==> src/inc/dcc_defs.svh <==
// offsets, field positions, reset values and codes of the comparator control block
// ****************************************************************
// Behaviour
// RULE1: comparator result bits are read-only
// RULE2: routed pins carry raw result, unsynchronised
// RULE3: direction bits still gate routed pins
// RULE4: bits 5:4 invert each comparator result
// RULE5: analog-input pins read back zero
// RULE6: any result change sets change flag
// RULE7: flag bit 6; software writes zero or one
// RULE8: interrupt needs three enables; flag still sets
// RULE9: mismatch keeps setting; register access ends it
// RULE10: change during read may miss flag
// RULE11: comparators and interrupt work in sleep
// RULE12: software selects mode 111 before sleep
// RULE13: wake leaves comparator control unchanged
// RULE14: reset gives mode 000, comparators off
// RULE15: two reference ranges, bit 5 selects
// RULE16: level/24 or 1/4 plus level/32
// RULE17: bit 4 selects reference supply source
// RULE18: reference powers down, works alone
// RULE19: software waits reference settling time
// RULE20: three-bit field selects eight modes
// RULE21: reference feeds comparators only in 110
// RULE22: reset clears reference control bits
// RULE23: result one when plus input higher
// RULE24: snapshot on access, compared every cycle
// ****************************************************************
`ifndef DCC_DEFS_SVH
`define DCC_DEFS_SVH

`define DCC_ADDR_W        8
`define DCC_OFS_CMP_CTRL  8'h00
`define DCC_OFS_REF_CTRL  8'h04
`define DCC_OFS_IRQ_GLOB  8'h08
`define DCC_OFS_REQ_FLAGS 8'h0c
`define DCC_OFS_ENABLE    8'h10
`define DCC_OFS_PRIORITY  8'h14
`define DCC_OFS_PORT_DIR  8'h18
`define DCC_OFS_PORT_PINS 8'h1c

`define DCC_BIT_FLAG      6
`define DCC_BIT_PERIPHERAL_IRQ_ENABLE      6
`define DCC_BIT_GIE       7
`define DCC_CMP_WMASK     8'h3f
`define DCC_RST_BYTE      8'h00
`define DCC_RST_DIR       8'hff

`define DCC_MODE_RESET    3'b000
`define DCC_MODE_ROUTED   3'b011
`define DCC_MODE_REF_MUX  3'b110
`define DCC_MODE_OFF      3'b111

`define DCC_ANA_MASK_RST  8'h7e
`define DCC_ANA_MASK_RUN  8'h78
`define DCC_ANA_MASK_OFF  8'h00

`define DCC_PIN_OUT1      1
`define DCC_PIN_OUT2      2
`define DCC_PIN_REF       5

`define DCC_RATIO_W       6
`define DCC_DEN_HIGH      6'h18
`define DCC_DEN_LOW       6'h20
`define DCC_NUM_OFS_LOW   5'h08

`endif

==> src/inc/dcc_pkg.sv <==
// types shared by the comparator control block
package dcc_pkg;

	// comparator control register layout
	typedef struct packed {
		logic       second_result;
		logic       first_result;
		logic       second_invert;
		logic       first_invert;
		logic       input_switch;
		logic [2:0] comparator_mode_field;
	} dcc_cmp_ctrl_t;

	// reference control register layout
	typedef struct packed {
		logic       reference_enable;
		logic       reference_output_enable;
		logic       reference_range;
		logic       reference_source_select;
		logic [3:0] reference_level;
	} dcc_ref_ctrl_t;

	// latched address phase
	typedef struct packed {
		logic       valid;
		logic       write;
		logic [7:0] addr;
	} dcc_aphase_t;

	// ladder settings toward the analog side
	typedef struct packed {
		logic       powered;
		logic       source_external;
		logic       to_comparators;
		logic       to_pin;
		logic [5:0] numerator;
		logic [5:0] denominator;
	} dcc_ladder_t;

endpackage

==> src/design/dcc_top.sv <==
// register file, change detect and pin routing of the dual comparator control
`timescale 1ns/100ps
`default_nettype none
`include "dcc_defs.svh"

module dcc_top
(
	input  wire logic         hclk,
	input  wire logic         hresetn,
	input  wire logic         hsel,
	input  wire logic [31:0]  haddr,
	input  wire logic [1:0]   htrans,
	input  wire logic         hwrite,
	input  wire logic [2:0]   hsize,
	input  wire logic [31:0]  hwdata,
	input  wire logic         hready,
	output logic              hreadyout,
	output logic              hresp,
	output logic [31:0]       hrdata,
	input  wire logic         first_raw,
	input  wire logic         second_raw,
	output logic [1:0]        comparator_power,
	output logic [2:0]        comparator_mode,
	output logic              input_switch,
	output dcc_pkg::dcc_ladder_t ladder,
	input  wire logic [7:0]   port_pins_in,
	output logic [7:0]        port_pins_out,
	output logic [7:0]        port_pins_oe,
	output logic [7:0]        analog_pin_mask,
	output logic              irq_request,
	output logic              wake_request
);

	// ****************************************************************
	// bus address phase
	// ****************************************************************
	dcc_pkg::dcc_aphase_t aph_reg;
	dcc_pkg::dcc_aphase_t aph_next;
	wire logic            take;
	wire logic [7:0]      a_addr;

	assign take = hsel & htrans[1] & hready;
	assign a_addr = haddr[7:0];
	assign hreadyout = 1'b1;
	assign hresp = 1'b0;

	always_comb
	begin
		aph_next.valid = take;
		aph_next.write = hwrite;
		aph_next.addr = a_addr;
	end

	always_ff @(posedge hclk or negedge hresetn)
	begin
		if (!hresetn)
			aph_reg <= '0;
		else
			aph_reg <= aph_next;
	end

	// data phase write strobes
	wire logic wr;
	wire logic wr_cmp;
	wire logic wr_ref;
	wire logic wr_glob;
	wire logic wr_flags;
	wire logic wr_en;
	wire logic wr_pri;
	wire logic wr_dir;
	wire logic wr_pins;
	wire logic [7:0] wbyte;

	assign wr = aph_reg.valid & aph_reg.write;
	assign wr_cmp = wr & (aph_reg.addr == `DCC_OFS_CMP_CTRL);
	assign wr_ref = wr & (aph_reg.addr == `DCC_OFS_REF_CTRL);
	assign wr_glob = wr & (aph_reg.addr == `DCC_OFS_IRQ_GLOB);
	assign wr_flags = wr & (aph_reg.addr == `DCC_OFS_REQ_FLAGS);
	assign wr_en = wr & (aph_reg.addr == `DCC_OFS_ENABLE);
	assign wr_pri = wr & (aph_reg.addr == `DCC_OFS_PRIORITY);
	assign wr_dir = wr & (aph_reg.addr == `DCC_OFS_PORT_DIR);
	assign wr_pins = wr & (aph_reg.addr == `DCC_OFS_PORT_PINS);
	assign wbyte = hwdata[7:0];

	// ****************************************************************
	// control registers
	// ****************************************************************
	logic [5:0]           cmp_cfg_reg;
	dcc_pkg::dcc_ref_ctrl_t ref_reg;
	logic [7:0]           glob_reg;
	logic                 flag_reg;
	logic                 flag_en_reg;
	logic                 flag_pri_reg;
	logic [7:0]           dir_reg;
	logic [7:0]           latch_reg;

	// only a hardware reset touches these; sleep and wake leave them alone
	always_ff @(posedge hclk or negedge hresetn)
	begin
		if (!hresetn)
		begin
			cmp_cfg_reg <= 6'h00; // [RULE14]
			ref_reg <= '0; // [RULE22]
			glob_reg <= `DCC_RST_BYTE;
			flag_en_reg <= 1'b0;
			flag_pri_reg <= 1'b0;
			dir_reg <= `DCC_RST_DIR;
			latch_reg <= `DCC_RST_BYTE;
		end
		else
		begin
			if (wr_cmp)
				cmp_cfg_reg <= wbyte[5:0]; // [RULE1] [RULE13]
			if (wr_ref)
				ref_reg <= wbyte;
			if (wr_glob)
				glob_reg <= wbyte;
			if (wr_en)
				flag_en_reg <= wbyte[`DCC_BIT_FLAG];
			if (wr_pri)
				flag_pri_reg <= wbyte[`DCC_BIT_FLAG];
			if (wr_dir)
				dir_reg <= wbyte;
			if (wr_pins)
				latch_reg <= wbyte;
		end
	end

	// ****************************************************************
	// comparator results and mode decode
	// ****************************************************************
	wire logic [2:0] mode;
	wire logic       active;
	wire logic       first_res;
	wire logic       second_res;
	wire logic [1:0] live;

	assign mode = cmp_cfg_reg[2:0]; // [RULE20]
	assign active = (mode != `DCC_MODE_RESET) & (mode != `DCC_MODE_OFF); // [RULE14]
	// raw inputs are high when the plus input is above the minus input
	assign first_res = active & (first_raw ^ cmp_cfg_reg[4]); // [RULE4] [RULE23]
	assign second_res = active & (second_raw ^ cmp_cfg_reg[5]); // [RULE4] [RULE23]
	assign live = {second_res, first_res};

	assign comparator_power = {active, active}; // [RULE11]
	assign comparator_mode = mode;
	assign input_switch = cmp_cfg_reg[3];

	// ****************************************************************
	// change detect
	// ****************************************************************
	logic       copy_reg;
	logic [1:0] snap_reg;
	wire logic  touch;
	wire logic  mismatch;
	wire logic  flag_next;

	// a read or write of the comparator register is seen in its address phase
	assign touch = take & (a_addr == `DCC_OFS_CMP_CTRL);
	assign mismatch = copy_reg & (snap_reg != live); // [RULE24] [RULE6]

	always_ff @(posedge hclk or negedge hresetn)
	begin
		if (!hresetn)
		begin
			snap_reg <= 2'b00;
			copy_reg <= 1'b0;
		end
		else if (touch)
		begin
			snap_reg <= live; // [RULE24] [RULE9]
			copy_reg <= 1'b1;
		end
	end

	// set wins over a software clear in the same cycle; a change landing
	// in the snapshot cycle differs from the old snapshot and still sets the flag
	assign flag_next = mismatch | (wr_flags ? wbyte[`DCC_BIT_FLAG] : flag_reg); // [RULE7] [RULE9] [RULE10]

	always_ff @(posedge hclk or negedge hresetn)
	begin
		if (!hresetn)
			flag_reg <= 1'b0;
		else
			flag_reg <= flag_next;
	end

	// flag sets regardless of enables; delivery needs all three
	assign irq_request = flag_reg & flag_en_reg & glob_reg[`DCC_BIT_PERIPHERAL_IRQ_ENABLE]
		& glob_reg[`DCC_BIT_GIE]; // [RULE8]
	// wake needs only the source enable so a sleeping core can resume
	assign wake_request = flag_reg & flag_en_reg; // [RULE11]

	// ****************************************************************
	// pins
	// ****************************************************************
	wire logic route;
	wire logic [7:0] ana_mask;

	assign route = (mode == `DCC_MODE_ROUTED);
	assign ana_mask = (mode == `DCC_MODE_OFF) ? `DCC_ANA_MASK_OFF
		: (mode == `DCC_MODE_RESET) ? `DCC_ANA_MASK_RST : `DCC_ANA_MASK_RUN;
	assign analog_pin_mask = ana_mask;

	// routed results bypass every flop: the pin follows the comparator directly
	always_comb
	begin
		port_pins_out = latch_reg;
		if (route)
		begin
			port_pins_out[`DCC_PIN_OUT1] = first_res; // [RULE2]
			port_pins_out[`DCC_PIN_OUT2] = second_res; // [RULE2]
		end
	end

	// direction bit low means driven, routed or not
	assign port_pins_oe = ~dir_reg; // [RULE3]

	// ****************************************************************
	// reference ladder
	// ****************************************************************
	wire logic [5:0] num_high;
	wire logic [5:0] num_low;

	assign num_high = {2'b00, ref_reg.reference_level};
	assign num_low = {1'b0, 5'(ref_reg.reference_level) + `DCC_NUM_OFS_LOW};

	always_comb
	begin
		ladder.powered = ref_reg.reference_enable; // [RULE18]
		ladder.source_external = ref_reg.reference_source_select; // [RULE17]
		ladder.to_comparators = ref_reg.reference_enable & (mode == `DCC_MODE_REF_MUX); // [RULE21]
		ladder.to_pin = ref_reg.reference_output_enable & dir_reg[`DCC_PIN_REF];
		// level/24 in the high range, (8+level)/32 in the low one
		ladder.numerator = ref_reg.reference_range ? num_high : num_low; // [RULE15] [RULE16]
		ladder.denominator = ref_reg.reference_range ? `DCC_DEN_HIGH : `DCC_DEN_LOW; // [RULE16]
	end

	// ****************************************************************
	// read data
	// ****************************************************************
	logic [7:0] rbyte;

	always_comb
	begin
		case (a_addr)
			`DCC_OFS_CMP_CTRL:  rbyte = {live, cmp_cfg_reg}; // [RULE1]
			`DCC_OFS_REF_CTRL:  rbyte = ref_reg;
			`DCC_OFS_IRQ_GLOB:  rbyte = glob_reg;
			`DCC_OFS_REQ_FLAGS: rbyte = {1'b0, flag_reg, 6'h00};
			`DCC_OFS_ENABLE:    rbyte = {1'b0, flag_en_reg, 6'h00};
			`DCC_OFS_PRIORITY:  rbyte = {1'b0, flag_pri_reg, 6'h00};
			`DCC_OFS_PORT_DIR:  rbyte = dir_reg;
			`DCC_OFS_PORT_PINS: rbyte = port_pins_in & ~ana_mask; // [RULE5]
			default:            rbyte = 8'h00;
		endcase
	end

	// sampled at the address phase so data is a flop in the data phase
	always_ff @(posedge hclk or negedge hresetn)
	begin
		if (!hresetn)
			hrdata <= 32'h0000_0000;
		else if (take & ~hwrite)
			hrdata <= {24'h00_0000, rbyte};
	end

endmodule
`default_nettype wire

==> config.mk <==
export PLATFORM = sky130hd
export DESIGN_NAME = dcc_top
export DESIGN_NICKNAME = d
export VERILOG_FILES = /design/src/inc/dcc_pkg.sv /design/src/design/dcc_top.sv
export VERILOG_INCLUDE_DIRS = /design/src /design/src/inc
export SDC_FILE = /design/constraint.sdc
export NUM_CORES = 1
export LEC_CHECK = 0
export BUFFER_PORTS_ARGS = -buffer_cell sky130_fd_sc_hd__buf_2
export CAP_MARGIN = 30
export CELL_PAD_IN_SITES_DETAIL_PLACEMENT = 1
export CELL_PAD_IN_SITES_GLOBAL_PLACEMENT = 2
export CORE_MARGIN = 3
export CORE_UTILIZATION = 29
export CTS_CLUSTER_DIAMETER = 120
export DETAILED_ROUTE_END_ITERATION = 8
export GPL_TIMING_DRIVEN = 1
export PLACE_DENSITY = 0.83
export SLEW_MARGIN = 20
export SYNTH_ARGS = -nofsm -noshare
export SYNTH_HDL_FRONTEND = slang
export SYNTH_SLANG_ARGS = --single-unit
==> constraint.sdc <==
create_clock -name hclk -period 5.66 [get_ports hclk]
set_clock_uncertainty 0.2 [all_clocks]
set_input_delay 0.283 -clock hclk [delete_from_list [all_inputs] [get_ports hclk]]
set_output_delay 0.283 -clock hclk [all_outputs]
set_load 0.03 [all_outputs]
Yosys cells after proc, flatten, opt, wreduce, memory -nomap -nowiden

Cells that the tools add are included.

$add $sub $neg: 1
Eq/ne operators: 19
Mux-type cells: 7
Bitwise logic cells: 29
Reductions and logical operators: 4

Operators by type and width:

| kind                                                            | number |
|---|---|
| 8-bit by 5-bit == test with 1-bit output, second input constant | 8 |
| 8-bit one-hot mux with 8 select lines                           | 1 |
| 8-bit by 4-bit == test with 1-bit output, second input constant | 4 |
| 1-bit AND                                                       | 22 |
| 8-bit by 3-bit == test with 1-bit output, second input constant | 2 |
| 8-bit logical NOT                                               | 2 |
| 8-bit AND                                                       | 1 |
| 7-bit inverter with 8-bit output                                | 1 |
| 8-bit inverter                                                  | 1 |
| 7-bit two-way mux                                               | 1 |
| 3-bit == test, second input constant                            | 2 |
| 6-bit two-way mux                                               | 1 |
| 4-bit by 4-bit adder with 5-bit output, second input constant   | 1 |
| 5-bit two-way mux                                               | 1 |
| 3-bit by 2-bit == test with 1-bit output, second input constant | 1 |
| 3-bit logical NOT                                               | 1 |
| 3-bit two-way mux                                               | 1 |
| 3-bit != test, second input constant                            | 1 |
| 3-bit nonzero test                                              | 1 |
| 2-bit two-way mux                                               | 1 |
| 2-bit != test                                                   | 1 |
| 1-bit bitwise XOR                                               | 2 |
| 1-bit two-way mux                                               | 1 |
| 1-bit inverter                                                  | 1 |
| 1-bit OR                                                        | 1 |

Register bits: 62
Bits of input ports: 84
Output and inout port bits: 82
Word-level logic and storage cells: 78

Logic depth before layout (Yosys ltp)

Word-level depth: 6
Depth in mapped cells: 6
Mapped depth without buffers: 5

Worst setup path before layout

OpenSTA, ideal clock, no wires.

Path kind: register to output
Start point: register cmp_cfg_reg[2]
End point: output port port_pins_out[1]
Arrival: 1.326 ns
Required time: 5.177 ns
Slack: 3.851 ns
Cell stages (with the launch flop): 3
Buffers on the path: 0
Path through: dfrtp_1 -> nand3b_1 -> o21ai_0

Longest elaborated chain between the ends: 4
Elaborated cells on any way between the ends: 6
Those cells by class: eq/ne: 2; mux: 1; bitwise: 2; reduce/logical: 1

RTL lines:

| item                                                          | line           | RTL |
|---|---|---|
| start: declaration                                            | dcc_top.sv:88  | `logic [5:0] cmp_cfg_reg;` |
| start signal: assignment                                      | dcc_top.sv:113 | `cmp_cfg_reg <= wbyte[5:0];` |
| 3-bit != test (no line) or 3-bit nonzero test (tied branches) | --             |  |
| 1-bit AND                                                     | dcc_top.sv:139 | `` assign active = (mode != `DCC_MODE_RESET) & (mode != `DCC_MODE_OFF); `` |
| 1-bit AND                                                     | dcc_top.sv:141 | `assign first_res = active & (first_raw ^ cmp_cfg_reg[4]);` |
| 2-bit two-way mux (*)                                         | dcc_top.sv:209 | `if (route)` |
| end: declaration                                              | dcc_top.sv:27  | `output logic [7:0] port_pins_out,` |

Every way passes the cells marked *; elsewhere a longest branch is shown, timed or not.

Worst setup path in the final report

Start point: input port haddr[5]
End point: register hrdata[6]

Longest elaborated chain between the ends: 2
Elaborated cells on any way between the ends: 9
Those cells by class: eq/ne: 7; mux: 1; reduce/logical: 1

RTL lines:

| item                                                             | line           | RTL |
|---|---|---|
| start: declaration                                               | dcc_top.sv:11  | `input wire logic [31:0] haddr,` |
| 8-bit by 5-bit == test with 1-bit output (tied with other cells) | dcc_top.sv:246 | `case (a_addr)` |
| 8-bit one-hot mux with 8 select lines (*)                        | dcc_top.sv:246 |  |
| end signal: assignment                                           | dcc_top.sv:265 | `hrdata <= {24'h00_0000, rbyte};` |
| end: declaration                                                 | dcc_top.sv:19  | `output logic [31:0] hrdata,` |

Marked as above.
A chain may end at the register's enable or synchronous reset.

==> qor.csv <==
metric;value;unit
Reg2Reg Setup Slack;3.54;ns
CTS tree;done;
critical path class;in2reg;
maxcap violations;0;
n_diodes;0;
Initial Utilization;30.4;%
crit-path most repeated cell;nor3_1;
total placed cells including tap cells;491;
area of the multi-input gates;0.00144;mm²
commonest non-fill, non-tap cell in the layout;buf_2;
final hold viol count;0;
Core Region;0.0111;mm²
final cell count without fillers;518;
row cnt;38;
CP cell instances;dlygate4sd3_1 -> buf_2 -> nor3_1 -> nand3_1 -> nor3_1 -> a211o_1;
period utilisation layout;44.9;%
Die Ht;114;µm
Worst path slowest cell;nor3_1;
# port buffers;81;
first-pass GRT wire length;14200;µm
final RePlAce weighted congestion;0.796;
#FFs+latches synth;62;
hold_sp;port_pins_in[2];
Post-synth EDFFs;0;
register area;0.00156;mm²
slowest stage delay, CP;0.70;ns
largest net degree at the start of global routing;63;
status;complete, no violations;
H-tree depth;3;
DR WL/cell;17.8;µm
ys flop type;dfrtp_1;
Worst Hold Path EP;hrdata[2];
worst r2r src;aph_reg[3];
register area share after synthesis;46.2;%
share of layout cells above drive strength 1;41.3;%
worst rel slew slack;45.8;%
dpl hpwl;6730;µm
max FFs per register;10;
RR Endpoint;num_high[0];
Req. time, crit path;5.73;ns
router iterations before antenna repair;4;
Mapped Area;0.00338;mm²
Final TNS setup;0;ns
Tot Pwr;1.15;mW
GR Overflow Total;0;
HP Class;in2reg;
TritonCTS buffer count;9;
setup repair bufs after CTS;0;
routed vias;2413;
worst reg-to-reg path cell count;3;
Setup crit end kind;flop;
Final min period;2.54;ns
Total Routing Usage GR;14.6;%
leakage power;2.00;nW
Worst-path clk slew;0.05;ns
# hold bufs at CTS;12;
drt drc;0;
kind of cell adding the most delay to the critical path;simple AND/OR/NAND/NOR gates;
VDD IR max;142;µV
measured slew at the worst slew-check pin;0.814;ns
Routed Antenna Nets;0;
DIE AREA;0.0130;mm²
total I/O pin count;166;
Vias/cell;4.66;
power per standard cell area;284;mW/mm²
number of gates resized after CTS;0;
fillers;1282;
clock sink count;62;
crit start category;input port;
Crit path arrival time;2.61;ns
initial drt markers;77;
CP max FO;10;
final instance area;0.00404;mm²
WP buf/inv;2;
placed inst area;0.00363;mm²
Max Buffers Root-to-Sink;2;
Ys Warns;0;
vias in the first global route;2562;
Post-Syn Area per Cell;11.2;µm²
clk_lat worst skew;0.33;ns
async set-reset flop share out of synthesis;100;%
Setup Viol. Count Final;0;
CTS root buffer;clkbuf_16;
Die Width;114;µm
f_max;0.394;GHz
Synth Instances;301;
number of nets in the layout;459;
routed wire length;9230;µm
Hold Path Depth;2;
initial antenna violation count;0;
RSZ-0062 raised after global routing;false;
most frequent cells in the layout;buf_2 (81), dfrtp_1 (54), mux2_2 (42), conb_1 (32), nand2_1 (22);
Finished Core Util;36.3;%
unique cell type count in the Yosys netlist;52;
Area growth syn-to-layout;19.6;%
Slew Viols, Final;0;
-- synthesized netlist by cell type, drive strengths merged (6+ instances only) --
| cell type | n | area share (%) |
|---|---|---|
| dfstp | 8 | 6.2 |
| dfrtp | 54 | 40 |
| inv | 11 | 1.3 |
| mux2i | 12 | 3.6 |
| nand3 | 6 | 0.89 |
| nor4 | 6 | 1.6 |
| nor3 | 6 | 0.89 |
| nor2 | 6 | 0.74 |
| mux2 | 42 | 14 |
| buf | 60 | 13 |
| o21ai | 13 | 1.9 |
| nand2 | 22 | 2.4 |
-- report_power, final --
| part | internal [mW] | leakage [nW] | total, mW | switching [mW] |
|---|---|---|---|---|
| Combinational | 0.0404 | 1.08 | 0.134 | 0.0939 |
| Sequential | 0.460 | 0.777 | 0.472 | 0.0119 |
| Clock | 0.348 | 0.141 | 0.542 | 0.193 |
| Total | 0.849 | 2.00 | 1.15 | 0.299 |
-- kinds of logic after synthesis --
family,share of synthesized area (%)
buffers and inverters,14.6
and+or+nand+nor,13.1
DFF,46.2
muxes,17.5
AOI/OAI and AO/OA,7.51
other,0.222
xor gates and xnor gates,0.518
adders and majority gates,0.370
-- worst register-to-register path, stage by stage, from the launching register on --
cell and delay [ns]:
dfrtp_1 0.44, nor4_1 0.37, and3_1 0.58, mux2_2 0.40
-- area by class of cell --
type                       instances  area share (%)
sequential                        62            38.6
multi-input combinational        196            35.6
timing repair buffer              94            13.2
clock buffer                      11            6.00
tap                              140            4.33
clock inverter                     4            1.18
inverter                          11            1.08
-- per-layer routing --
layer	global-route usage (%)	up-vias	wire, µm	part of all wire (%)
met3	3.71	13	453	4.9
met1	18.6	1205	4060	44
met5	0	-	0	0
li1	-	1124	-	-
met4	4.59	0	133	1.4
met2	24.3	71	4590	50
-- metrics by stage --
step | hold WS, ns | worst slack (ns)
after CTS | 0.00408 | 3.14
after detailed placement | 0.226 | 3.38
after global placement | 0.223 | 3.36
after floorplan | -0.213 | 3.85
after global routing | 0.0169 | 3.00
final | 0.0141 | 3.12
-- how the worst max path moves through the flow --
stage / cells past startpoint / from / slack (ns) / end
global route: 6 / haddr[5] / 3.00 / hrdata[5]
detailed placement: 5 / haddr[5] / 3.38 / hrdata[6]
finish: 6 / haddr[5] / 3.12 / hrdata[6]
floorplan: 2 / cmp_cfg_reg[2] / 3.85 / port_pins_out[1]
global placement: 5 / haddr[5] / 3.36 / hrdata[6]
CTS: 6 / haddr[5] / 3.14 / hrdata[6]
Note: power is estimated with default switching activity, not from simulation.
